==> config.mk <==
export PLATFORM = sky130hd
export DESIGN_NAME = rnpc_ctrl
export DESIGN_NICKNAME = d
export VERILOG_FILES = /design/src/hw/rnpc_pkg.sv /design/src/hw/rnpc_ctrl.sv /design/src/hw/rnpc_sync.sv
export VERILOG_INCLUDE_DIRS = /design/src /design/src/hw
export SDC_FILE = /design/constraint.sdc
export NUM_CORES = 1
export LEC_CHECK = 0
export ABC_AREA = 1
export BUFFER_PORTS_ARGS = -buffer_cell sky130_fd_sc_hd__buf_4
export CAP_MARGIN = 20
export CORE_UTILIZATION = 57
export DETAILED_ROUTE_END_ITERATION = 10
export PLACE_DENSITY_LB_ADDON = 0.05
export SLEW_MARGIN = 20
export SYNTH_ARGS = -nofsm -noshare
export SYNTH_HDL_FRONTEND = slang
export SYNTH_HIERARCHICAL = 1
export SYNTH_SLANG_ARGS = --single-unit
export TNS_END_PERCENT = 1
==> constraint.sdc <==
create_clock -name clk_sys -period 2 [get_ports clk_sys]
set_input_delay 0.4 -clock clk_sys [delete_from_list [all_inputs] [get_ports clk_sys]]
set_output_delay 0.4 -clock clk_sys [all_outputs]
set_load 0.01 [all_outputs]
==> src/hw/rnpc_cfg.svh <==
`ifndef RNPC_CFG_SVH
`define RNPC_CFG_SVH

// Reset input low time, ns, and its cycle count at 50 MHz (rounded up)
`define RNPC_CLK_PERIOD_NS      20
`define RNPC_RST_MIN_NS         1000
`define RNPC_RST_MIN_CYC        ((`RNPC_RST_MIN_NS + `RNPC_CLK_PERIOD_NS - 1) / `RNPC_CLK_PERIOD_NS)
// Internal reset sequence length in cycles
`define RNPC_RST_SEQ_CYC        64
// Power-down wake delay selected by the timing pin, in cycles
`define RNPC_WAKE_LONG_CYC      32
`define RNPC_WAKE_SHORT_CYC     4
// Counter width
`define RNPC_CNT_W              8
// Synchroniser reset level (pins idle high)
`define RNPC_SYNC_RST           1'h1

`endif

==> src/hw/rnpc_pkg.sv <==
package rnpc_pkg;

    // Sequencer states
    typedef enum logic [2:0] {
        RNPC_RUN,
        RNPC_RESET_SEQ,
        RNPC_WAIT_INIT,
        RNPC_POWERDOWN,
        RNPC_WAKE
    } rnpc_state_e;

    // Reset cause requests from the core
    typedef struct packed {
        logic hw;
        logic sw;
        logic wdt;
    } rnpc_rst_req_s;

    // Core instruction strobes
    typedef struct packed {
        logic end_of_init_instr;
        logic powerdown_instr;
    } rnpc_instr_s;

    // Reset pin drive, value and enable
    typedef struct packed {
        logic o;
        logic oe;
    } rnpc_pin_drive_s;

endpackage

==> src/hw/rnpc_ctrl.sv <==
`include "rnpc_cfg.svh"

// How it works
// - Reset input low long enough resets device
// - Bidirectional mode pulls reset line during sequence
// - Indication output low on any reset
// - Indication released only by end-of-init
// - Falling interrupt edge raises trap request
// - Config 0: power-down only if interrupt low
// - Config 0: interrupt high ignores power-down
// - Timing pin picks reset mode, wake delay
module rnpc_ctrl
    import rnpc_pkg::*;
#(
    parameter int RST_MIN_CYC = `RNPC_RST_MIN_CYC,
    parameter int RST_SEQ_CYC = `RNPC_RST_SEQ_CYC
) (
    // Clock and reset
    input  wire logic            clk_sys,
    input  wire logic            sys_rst,
    // Reset pin, two-way open drain
    input  wire logic            reset_in_n,
    output logic                 reset_in_n_o,
    output logic                 reset_in_n_oe,
    // Indication pin
    output logic                 reset_indication_out_n,
    // Interrupt and timing pins
    input  wire logic            nmi_n,
    input  wire logic            powerdown_timing_pin,
    // Configuration bits
    input  wire logic            bidir_reset_enable,
    input  wire logic            powerdown_config_bit,
    // Core requests
    input  wire rnpc_rst_req_s   rst_req,
    input  wire rnpc_instr_s     instr,
    input  wire logic            wake_req,
    // Status towards core
    output logic                 core_reset,
    output logic                 nmi_trap,
    output logic                 powerdown_active,
    output logic                 async_reset_mode
);

    ////////////////////////////////////////////////////////////////////////
    // Pin synchronisation
    logic [2:0] pins_sync;
    logic       rst_pin_s;
    logic       nmi_s;
    logic       pd_timing_s;

    rnpc_sync #(
        .WIDTH    (3)
    ) u_sync (
        .clk_sys  (clk_sys),
        .sys_rst  (sys_rst),
        .async_in ({reset_in_n, nmi_n, powerdown_timing_pin}),
        .sync_out (pins_sync)
    );

    assign rst_pin_s   = pins_sync[2];
    assign nmi_s       = pins_sync[1];
    assign pd_timing_s = pins_sync[0];

    ////////////////////////////////////////////////////////////////////////
    // Reset pin filter and interrupt edge
    logic [`RNPC_CNT_W-1:0] low_cnt;
    logic [`RNPC_CNT_W-1:0] next_low_cnt;
    logic                   nmi_prev;
    logic                   next_nmi_prev;
    logic                   next_nmi_trap;
    logic                   pin_reset;
    logic                   driving;

    // Counts low time; own drive of the pin is not a request
    always_comb begin
        next_low_cnt  = low_cnt;
        if (rst_pin_s || driving) begin
            next_low_cnt = '0;
        end else if (low_cnt != `RNPC_CNT_W'(RST_MIN_CYC)) begin
            next_low_cnt = low_cnt + `RNPC_CNT_W'(1);
        end
        next_nmi_prev = nmi_s;
        next_nmi_trap = nmi_prev && !nmi_s;
    end

    assign pin_reset = (low_cnt == `RNPC_CNT_W'(RST_MIN_CYC));

    always_ff @(posedge clk_sys) begin
        if (sys_rst) begin
            low_cnt  <= '0;
            nmi_prev <= 1'h1;
            nmi_trap <= 1'h0;
        end else begin
            low_cnt  <= next_low_cnt;
            nmi_prev <= next_nmi_prev;
            nmi_trap <= next_nmi_trap;
        end
    end

    ////////////////////////////////////////////////////////////////////////
    // Sequencer
    rnpc_state_e            state;
    rnpc_state_e            next_state;
    logic [`RNPC_CNT_W-1:0] seq_cnt;
    logic [`RNPC_CNT_W-1:0] next_seq_cnt;
    logic                   next_async_reset_mode;
    logic                   any_reset;

    assign any_reset = pin_reset || rst_req.hw || rst_req.sw || rst_req.wdt;

    always_comb begin
        next_state            = state;
        next_seq_cnt          = seq_cnt;
        next_async_reset_mode = async_reset_mode;
        case (state)
            RNPC_RUN: begin
                if (instr.powerdown_instr && (powerdown_config_bit || !nmi_s)) begin
                    next_state = RNPC_POWERDOWN;
                end // else ignored
            end
            RNPC_RESET_SEQ: begin
                if (seq_cnt == `RNPC_CNT_W'(RST_SEQ_CYC - 1)) begin
                    next_state            = RNPC_WAIT_INIT;
                    next_async_reset_mode = !pd_timing_s;
                end else begin
                    next_seq_cnt = seq_cnt + `RNPC_CNT_W'(1);
                end
            end
            RNPC_WAIT_INIT: begin
                if (instr.end_of_init_instr) begin
                    next_state = RNPC_RUN;
                end
            end
            RNPC_POWERDOWN: begin
                if (wake_req || nmi_trap) begin
                    next_state   = RNPC_WAKE;
                    next_seq_cnt = pd_timing_s ? `RNPC_CNT_W'(`RNPC_WAKE_LONG_CYC)
                                               : `RNPC_CNT_W'(`RNPC_WAKE_SHORT_CYC);
                end
            end
            RNPC_WAKE: begin
                if (seq_cnt == '0) begin
                    next_state = RNPC_RUN;
                end else begin
                    next_seq_cnt = seq_cnt - `RNPC_CNT_W'(1);
                end
            end
            default: begin
                next_state = RNPC_RESET_SEQ;
            end
        endcase
        // Any reset restarts the sequence
        if (any_reset) begin
            next_state   = RNPC_RESET_SEQ;
            next_seq_cnt = '0;
        end
    end

    always_ff @(posedge clk_sys) begin
        if (sys_rst) begin
            state            <= RNPC_RESET_SEQ;
            seq_cnt          <= '0;
            async_reset_mode <= 1'h0;
        end else begin
            state            <= next_state;
            seq_cnt          <= next_seq_cnt;
            async_reset_mode <= next_async_reset_mode;
        end
    end

    ////////////////////////////////////////////////////////////////////////
    // Pin outputs, registered
    logic next_driving;
    logic next_ind_n;
    logic next_core_reset;
    logic next_pd;

    always_comb begin
        next_driving    = (next_state == RNPC_RESET_SEQ) && bidir_reset_enable;
        next_ind_n      = (next_state == RNPC_RUN) || (next_state == RNPC_POWERDOWN)
                          || (next_state == RNPC_WAKE);
        next_core_reset = (next_state == RNPC_RESET_SEQ);
        next_pd         = (next_state == RNPC_POWERDOWN);
    end

    always_ff @(posedge clk_sys) begin
        if (sys_rst) begin
            driving                <= 1'h0;
            reset_indication_out_n <= 1'h0;
            core_reset             <= 1'h1;
            powerdown_active       <= 1'h0;
        end else begin
            driving                <= next_driving;
            reset_indication_out_n <= next_ind_n;
            core_reset             <= next_core_reset;
            powerdown_active       <= next_pd;
        end
    end

    assign reset_in_n_o  = 1'h0;
    assign reset_in_n_oe = driving;

    ////////////////////////////////////////////////////////////////////////
    // Checks
    a_ind_low_reset: assert property (@(posedge clk_sys) disable iff (sys_rst)
        core_reset |-> !reset_indication_out_n) else $error("indication high in reset");
    a_ind_hold_init: assert property (@(posedge clk_sys) disable iff (sys_rst)
        (state == RNPC_WAIT_INIT && !instr.end_of_init_instr && !any_reset)
        |=> !reset_indication_out_n) else $error("indication released early");
    a_ind_release: assert property (@(posedge clk_sys) disable iff (sys_rst)
        (state == RNPC_WAIT_INIT && instr.end_of_init_instr && !any_reset)
        |=> reset_indication_out_n) else $error("indication not released");
    a_bidir_drive: assert property (@(posedge clk_sys) disable iff (sys_rst)
        (state == RNPC_RESET_SEQ && bidir_reset_enable && $stable(bidir_reset_enable))
        |-> reset_in_n_oe) else $error("reset line not driven");
    a_no_drive_off: assert property (@(posedge clk_sys) disable iff (sys_rst)
        reset_in_n_oe |-> core_reset) else $error("reset line driven outside sequence");
    a_pin_reset_seq: assert property (@(posedge clk_sys) disable iff (sys_rst)
        pin_reset |=> core_reset && seq_cnt == '0) else $error("pin reset not taken");
    a_nmi_edge: assert property (@(posedge clk_sys) disable iff (sys_rst)
        ($past(nmi_s) && !nmi_s) |=> nmi_trap) else $error("trap missed");
    a_pd_enter: assert property (@(posedge clk_sys) disable iff (sys_rst)
        (state == RNPC_RUN && instr.powerdown_instr && !powerdown_config_bit && !nmi_s
         && !any_reset) |=> powerdown_active) else $error("power-down not entered");
    a_pd_blocked: assert property (@(posedge clk_sys) disable iff (sys_rst)
        (state == RNPC_RUN && instr.powerdown_instr && !powerdown_config_bit && nmi_s)
        |=> !powerdown_active) else $error("power-down not blocked");
    // Interrupt level seen by the logic is the pin two edges late
    a_sync_used: assert property (@(posedge clk_sys) disable iff (sys_rst)
        $changed(nmi_s) |-> nmi_s == $past(nmi_n, 2)) else $error("interrupt level not two flops late");

endmodule

==> src/hw/rnpc_sync.sv <==
`include "rnpc_cfg.svh"

module rnpc_sync
    import rnpc_pkg::*;
#(
    parameter int WIDTH = 2
) (
    // Clock and reset
    input  wire logic             clk_sys,
    input  wire logic             sys_rst,
    // Asynchronous levels in, synchronised levels out
    input  wire logic [WIDTH-1:0] async_in,
    output logic      [WIDTH-1:0] sync_out
);

    logic [WIDTH-1:0] stage1;
    logic [WIDTH-1:0] next_stage1;
    logic [WIDTH-1:0] next_sync_out;

    // Two-flop chain, stage1 read only by sync_out
    always_comb begin
        next_stage1   = async_in;
        next_sync_out = stage1;
    end

    always_ff @(posedge clk_sys) begin
        if (sys_rst) begin
            stage1   <= {WIDTH{`RNPC_SYNC_RST}};
            sync_out <= {WIDTH{`RNPC_SYNC_RST}};
        end else begin
            stage1   <= next_stage1;
            sync_out <= next_sync_out;
        end
    end

endmodule

==> results by group, run 1 <==
Run status
  – Outcome: finished, violations left
  – Violated checks: DRC

Critical path
  – Required arrival time at the worst endpoint: 2230 ps
  – Critical path start-end classification: flop to flop
  – Destination of the worst register-to-register timing path: seq_cnt[5]
  – Type of element capturing the critical path: flop
  – Depth of the worst register-to-register path: 11
  – Largest fanout on the critical path: 9
  – Cell with the largest stage delay on the worst path: dfxtp_1
  – Critical path's largest stage delay: 370 ps
  – List of cells traversed by the critical path: nor2_2, nand2_2, inv_4, ha_1, or2_2, nand3b_1, nand2_1, nand2_1, a21oi_1, nor2_1, nor2_1
  – Flop2flop setup slack: 150 ps
  – Sort of element at the start of the critical path: flop
  – Reg2Reg Launch Point: state[0]
  – CP Launch Point: state[0]
  – Arrival time reported for the critical path endpoint: 2090 ps
  – CP endpoint: seq_cnt[5]

Logic synthesis
  – Synthesis warning total: 6
  – Number of synthesized register bits: 32
  – Cell area after synthesis: 0.00177 sq mm
  – Average footprint of a synthesized cell: 6.98 sq um
  – Number of library cell types mapped by synthesis: 30
  – Net count after synthesis: 275
  – Portion of the post-synthesis area used by sequential elements: 36.3%
  – Cell count after synthesis: 253

Place
  – Number of instances in the placed design: 303
  – HPWL after detailed placement: 2610 um
  – Number of input and output port buffers inserted: 18
  – Worst setup slack after placement: 129 ps
  – Final RePlAce weighted congestion: 0.868

Worst hold path
  – Worst Hold Class: primary input to flop
  – Start point of the worst hold path: powerdown_timing_pin

Power and ir drop
  – Total power of the final layout: 1.03 mW
  – Internal cell power: 0.799 mW
  – Switching power: 0.233 mW
  – Fraction of power consumed by combinational cells: 4.6%
  – Pwr/cell area: 517 mW/mm^2
  – Worst IR drop on VDD: 0.000434 V
  – Clk pwr share: 32.5%
  – Sequential Power Share: 63.0%
  – Fraction of power spent switching nets: 22.6%
  – Pleak: 1.04 nW

Clock tree
  – Clock transition at path regs: 90 ps
  – Hold buffer count at CTS: 0
  – Number of buffers created by CTS: 5
  – Deepest clock path buffer count: 2
  – Master cell of the clock root buffer: clkbuf_4
  – TritonCTS clock tree: yes
  – Number of clock sinks: 32
  – Clk Latency, worst-skew pair: 330 ps
  – H-tree levels: 2

Timing
  – Setup total negative slack: 0 ps
  – Portion of the clock cycle consumed by the worst path in the final layout: 92.6%
  – Final count of negative-setup-slack endpoints: 0
  – Smallest hold slack: 237 ps
  – Max-slew violation count: 0
  – Final hold viol count: 0
  – Final worst-path setup slack: 147 ps
  – Achievable frequency: 540 MHz
  – Shortest clock period the worst path allows after layout: 1850 ps
  – Setup Skew: 4.40 ps
  – Unrepaired setup endpoints after global routing: false

Detailed routing
  – Starting DRC count in detailed routing: 82
  – Total length of routed wires: 3450 um
  – Via/cell ratio: 5.14
  – Detailed-route DRC error count: 1
  – Average wire per standard cell: 11.1 um
  – Remaining number of nets flagged by the antenna check after routing: 0
  – Number of vias in the routed layout: 1592
  – Iteration count of the initial detailed-routing pass: 7

Cells and area
  – Synth-to-Final Area Change: 13.1%
  – Diodes inserted: 0
  – Share of post-route cells with drive strength above 1: 16.5%
  – Post-layout instance count excluding filler cells: 310
  – Nets: 301

Global route
  – Global routing usage summed across all routing layers: 23.2%
  – First-pass GRT wire length: 5890 um
  – Number of global-route vias before repair: 1378
  – Number of antenna violations at the first check in global routing: 0
  – Leftover overflow at the end of global routing: 0
  – Pin count of the biggest net entering global routing: 11

Floorplan
  – Die outline height: 57.7 um
  – Die area: 0.00332 sq mm
  – Width of the die: 57.7 um
  – # rows: 19
  – IO Pins: 20
  – Starting density of the core: 61.9%
  – Core Box Area: 0.00285 sq mm

Job
  – Reported max-cap violation count: 0
==> critical path, delay by kind of cell, from the launching register on <==
kind / cells / cell delay, ps
AOI/OAI and AO/OA: 1 / 60
adders and majority gates: 1 / 270
buffers and inverters: 1 / 110
DFF: 1 / 370
and+or+nand+nor: 8 / 940
==> final cells by class <==
cell class              instances  area [sq um]
fillers                       242           856
repair buffers                 20           150
multi-input cells             185           986
inverters                      35           134
clock buffers                   6          41.3
clock inverters                 1          5.00
flip-flops and latches         32           642
well taps                      31          38.8
==> sequential cells by signal (all words and copies together), names as in the netlist <==
name / flops
low_cnt: 8
seq_cnt: 8
state: 3
u_sync/next_sync_out: 3
u_sync/sync_out: 3
async_reset_mode: 1
core_reset: 1
nmi_prev: 1
nmi_trap: 1
powerdown_active: 1
reset_in_n_oe: 1
reset_indication_out_n: 1
==> how the worst min path moves through the flow <==
stage | slack [ps] | to | cells past startpoint
after floorplan | 380 | u_sync/sync_out[1] | 2
after global placement | 390 | u_sync/sync_out[1] | 2
after detailed placement | 390 | u_sync/sync_out[1] | 2
after CTS | 230 | u_sync/next_sync_out[0] | 3
after global routing | 230 | u_sync/next_sync_out[1] | 3
final | 240 | u_sync/next_sync_out[0] | 3
==> metal layers <==
layer | track usage [%] | wire, um
met2 | 33.6 | 1410
met1 | 32.1 | 1760
met3 | 5.58 | 194
met5 | 0 | 0
met4 | 12.6 | 80
==> placed cells by master (no fill, tap or decap), drive strengths merged <==
cell type | synthesis | routed
a21oi | 13 | 13
buf | 1 | 20
clkbuf | 0 | 6
clkinv | 0 | 1
conb | 1 | 1
dfxtp | 32 | 32
fa | 1 | 1
ha | 8 | 8
inv | 35 | 35
nand2 | 76 | 76
nand3 | 16 | 16
nand3b | 3 | 3
nand4 | 5 | 5
nor2 | 38 | 38
nor3 | 5 | 5
o21ai | 8 | 8
o21bai | 1 | 1
or2 | 2 | 2
or3 | 1 | 1
xnor2 | 2 | 2
xor2 | 5 | 5
==> power groups by stage <==
| stage | clock network, mW | registers [mW] | logic (mW) |
|---|---|---|---|
| after CTS | 0.345 | 0.650 | 0.0473 |
| after detailed placement | 0 | 0.665 | 0.0467 |
| after global routing | 0.372 | 0.651 | 0.0536 |
| after floorplan | 0 | 0.665 | 0.0214 |
| after global placement | 0 | 0.665 | 0.0466 |
| final | 0.335 | 0.650 | 0.0470 |
==> through the flow <==
stage               instance area, sq um  util [%]
floorplan                           1770         -
global placement                    1950      68.2
detailed placement                  1950      68.2
CTS                                 1990      69.9
global route                        2000      70.0
finish                              2000      70.0
==> synth_stat cells (all sizes together) <==
| library cell | instances | area (sq um) |
|---|---|---|
| or2 | 2 | 12.5 |
| nor2 | 38 | 169 |
| nand3b | 3 | 22.5 |
| nor3 | 5 | 30.0 |
| fa | 1 | 20.0 |
| o21bai | 1 | 7.51 |
| ha | 8 | 100 |
| o21ai | 8 | 51.3 |
| nand4 | 5 | 31.3 |
| dfxtp | 32 | 641 |
| or3 | 1 | 6.26 |
| xnor2 | 2 | 17.5 |
| buf | 1 | 7.51 |
| conb | 1 | 3.75 |
| nand3 | 16 | 103 |
| a21oi | 13 | 65.1 |
| nand2 | 76 | 303 |
| xor2 | 5 | 43.8 |
| inv | 35 | 131 |
==> cell families after synthesis <==
kind of cell / count (synthesis) / synth area share, %
simple gates: 146 / 38.3
fa+ha+maj: 9 / 6.80
xor+xnor: 7 / 3.47
other cells: 1 / 0.212
compound gates: 22 / 7.02
buf+inv: 36 / 7.87
flops: 32 / 36.3
==> repair_timing <==
item                       in CTS  in global routing
resized for setup               0                  2
setup buffers                   0                  0
setup endpoints to repair       0                  2
Note: power is estimated with default switching activity, not from simulation.
==> inputs of run 2 (changes only) <==
- CORE_UTILIZATION: 57 -> 52
- clock period: 2 -> 1.6 ns (I/O delays scaled with it)
==> run 2 against run 1 <==
The flow finishes with violations (setup timing). Routed wire length rose by 11%. Core utilization rose by 2.0 points. Hold slack got worse by 65 ps. Clock power rose by 76%. Cell area rose by 13%. Combinational power rose by 37%. Clock skew rose by 2.9 ps. Critical path depth rose by 1. Non-clock buffer count rose by 12. Flip-flop and latch count did not move. Sequential power rose by 25%. Count of clock-buffer cells in the layout did not move. Highest routed layer unchanged.
==> results by group, run 2 (synthesis gave the netlist of run 1 again) <==
Timing
  – Setup total negative slack: -79.6 ps
  – Setup Skew: 7.29 ps
  – Achievable frequency: 604 MHz
  – Final hold viol count: 0
  – Max-slew violation count: 0
  – Portion of the clock cycle consumed by the worst path in the final layout: 104%
  – Shortest clock period the worst path allows after layout: 1660 ps
  – Unrepaired setup endpoints after global routing: true
  – Final worst-path setup slack: -56.3 ps
  – Final count of negative-setup-slack endpoints: 3

Critical path
  – Depth of the worst register-to-register path: 12
  – Type of element capturing the critical path: flop
  – Largest fanout on the critical path: 5
  – List of cells traversed by the critical path: nor2_4, nand2_4, inv_8, ha_4, or2_4, nand3_2, nand2_1, nand2_1, nand2_1, nor2_1, nor2_1, nor2_1
  – Critical path's largest stage delay: 350 ps
  – Cell with the largest stage delay on the worst path: dfxtp_2
  – Arrival time reported for the critical path endpoint: 1930 ps
  – Number of stages on the worst setup path: 12
  – Critical path start-end classification: flop to flop
  – Sort of element at the start of the critical path: flop
  – Critical path buffers and inverters: 1
  – Required arrival time at the worst endpoint: 1870 ps
  – Kind of cell adding the most delay to the critical path: simple AND/OR/NAND/NOR gates

Floorplan
  – Die area: 0.00363 sq mm
  – # rows: 20
  – Starting density of the core: 56.4%
  – Core Box Area: 0.00313 sq mm
  – Die outline height: 60.3 um
  – IO Pins: 20
  – Width of the die: 60.3 um

Clock tree
  – Number of clock sinks: 32
  – Clk Latency, worst-skew pair: 320 ps
  – TritonCTS clock tree: yes
  – Deepest clock path buffer count: 2
  – H-tree levels: 2
  – Clock transition at path regs: 100 ps
  – Number of buffers created by CTS: 5
  – Master cell of the clock root buffer: clkbuf_4

Worst hold path
  – Hold path cells: 3
  – Worst Hold Class: primary input to flop

Detailed routing
  – Number of vias in the routed layout: 1651
  – Total length of routed wires: 3820 um
  – Detailed-route DRC error count: 0
  – Via/cell ratio: 4.90
  – Starting DRC count in detailed routing: 81
  – Remaining number of nets flagged by the antenna check after routing: 0
  – Average wire per standard cell: 11.3 um
  – Iteration count of the initial detailed-routing pass: 4

Place
  – HPWL after detailed placement: 2950 um
  – Instance area after placement: 0.00212 sq mm
  – Number of input and output port buffers inserted: 18
  – Final RePlAce weighted congestion: 0.878

Global route
  – Number of antenna violations at the first check in global routing: 0
  – Pin count of the biggest net entering global routing: 11
  – Leftover overflow at the end of global routing: 0
  – Global routing usage summed across all routing layers: 23.9%
  – First-pass GRT wire length: 6250 um
  – Number of global-route vias before repair: 1456

Power and ir drop
  – Pwr/cell area: 652 mW/mm^2
  – Worst IR drop on VDD: 0.000758 V
  – Pleak: 1.12 nW

Cells and area
  – Synth-to-Final Area Change: 27.5%
  – Top library cells by usage in the layout, fill and taps aside: 68 x nand2_1, 35 x nor2_1, 32 x buf_4
  – Nets: 314
  – Area used by multi-input combinational logic: 0.00109 sq mm
  – Registers with the most flip-flops: low_cnt: 8 flops, seq_cnt: 8 flops
  – Final-layout fill cell count: 262
  – Most common cell after layout, fill and taps aside: nand2_1
  – Sequential cell area: 644 sq um
  – Area of all placed cells without fillers: 0.00225 sq mm
  – Diodes inserted: 0
  – Share of post-route cells with drive strength above 1: 25.9%

Run status
  – Outcome: finished, violations left
  – Violated checks: setup timing

Job
  – Reported max-cap violation count: 0
## run 2: power by group
group / leakage (nW) / switching [mW] / internal (mW)
sequential: 0.260 / 0.00594 / 0.807
combinational: 0.820 / 0.0308 / 0.0335
clock: 0.0422 / 0.263 / 0.327
## run 2: metrics by stage
step / std cells / power [mW] / hold slack [ps] / worst slack [ps] / utilization [%]
detailed placement: 325 / 0.896 / 389 / -39.1 / 67.8
global placement: 325 / 0.894 / 385 / 7.93 / 67.8
CTS: 335 / 1.49 / 154 / -43.6 / 70.9
global route: 337 / 1.54 / 146 / -160 / 72.0
floorplan: 253 / 0.858 / 380 / 7.23 / -
finish: 337 / 1.47 / 172 / -56.3 / 72.0
## run 2: area by class of cell
cell class	count	area share [%]
Multi-Input combinational cell	185	48.4
Clock inverter	2	1.56
Timing Repair inverter	1	0.278
Inverter	35	6.17
Clock buffer	6	1.83
Tap cell	44	2.45
Sequential cell	32	28.6
Timing Repair Buffer	32	10.7
## run 2: timing repair
action	in CTS	in global routing
endpoints found under the setup margin	3	10
buffers inserted	1	2
gates resized for setup	2	7
hold buffers	0	0
pin swaps	3	4
cloned	1	0
## run 2: path summary, 6_finish.rpt
kind                            slack, ps                 endpoint                    start
worst max-delay path                  -60               seq_cnt[7]                 state[1]
worst min-delay path                  170  u_sync/next_sync_out[1]                    nmi_n
worst max register to register        -60               seq_cnt[7]                 state[1]
worst min register to register        410       u_sync/sync_out[1]  u_sync/next_sync_out[1]
## run 2: worst register-to-register path, stage by stage (launching register included)
cell     delay [ps]
dfxtp_2         350
nor2_4          130
nand2_4         100
inv_8           100
ha_4            210
or2_4           240
nand3_2          90
nand2_1          60
nand2_1          60
nand2_1          60
nor2_1           90
nor2_1           50
nor2_1           70
## run 2: routing by layer
metal	track usage (%)	vias up	part of all wire, %
li1	-	879	-
met1	31.3	735	50
met2	36.9	30	45
met3	6.71	7	3.7
met4	8.97	0	1.3
met5	0	-	0
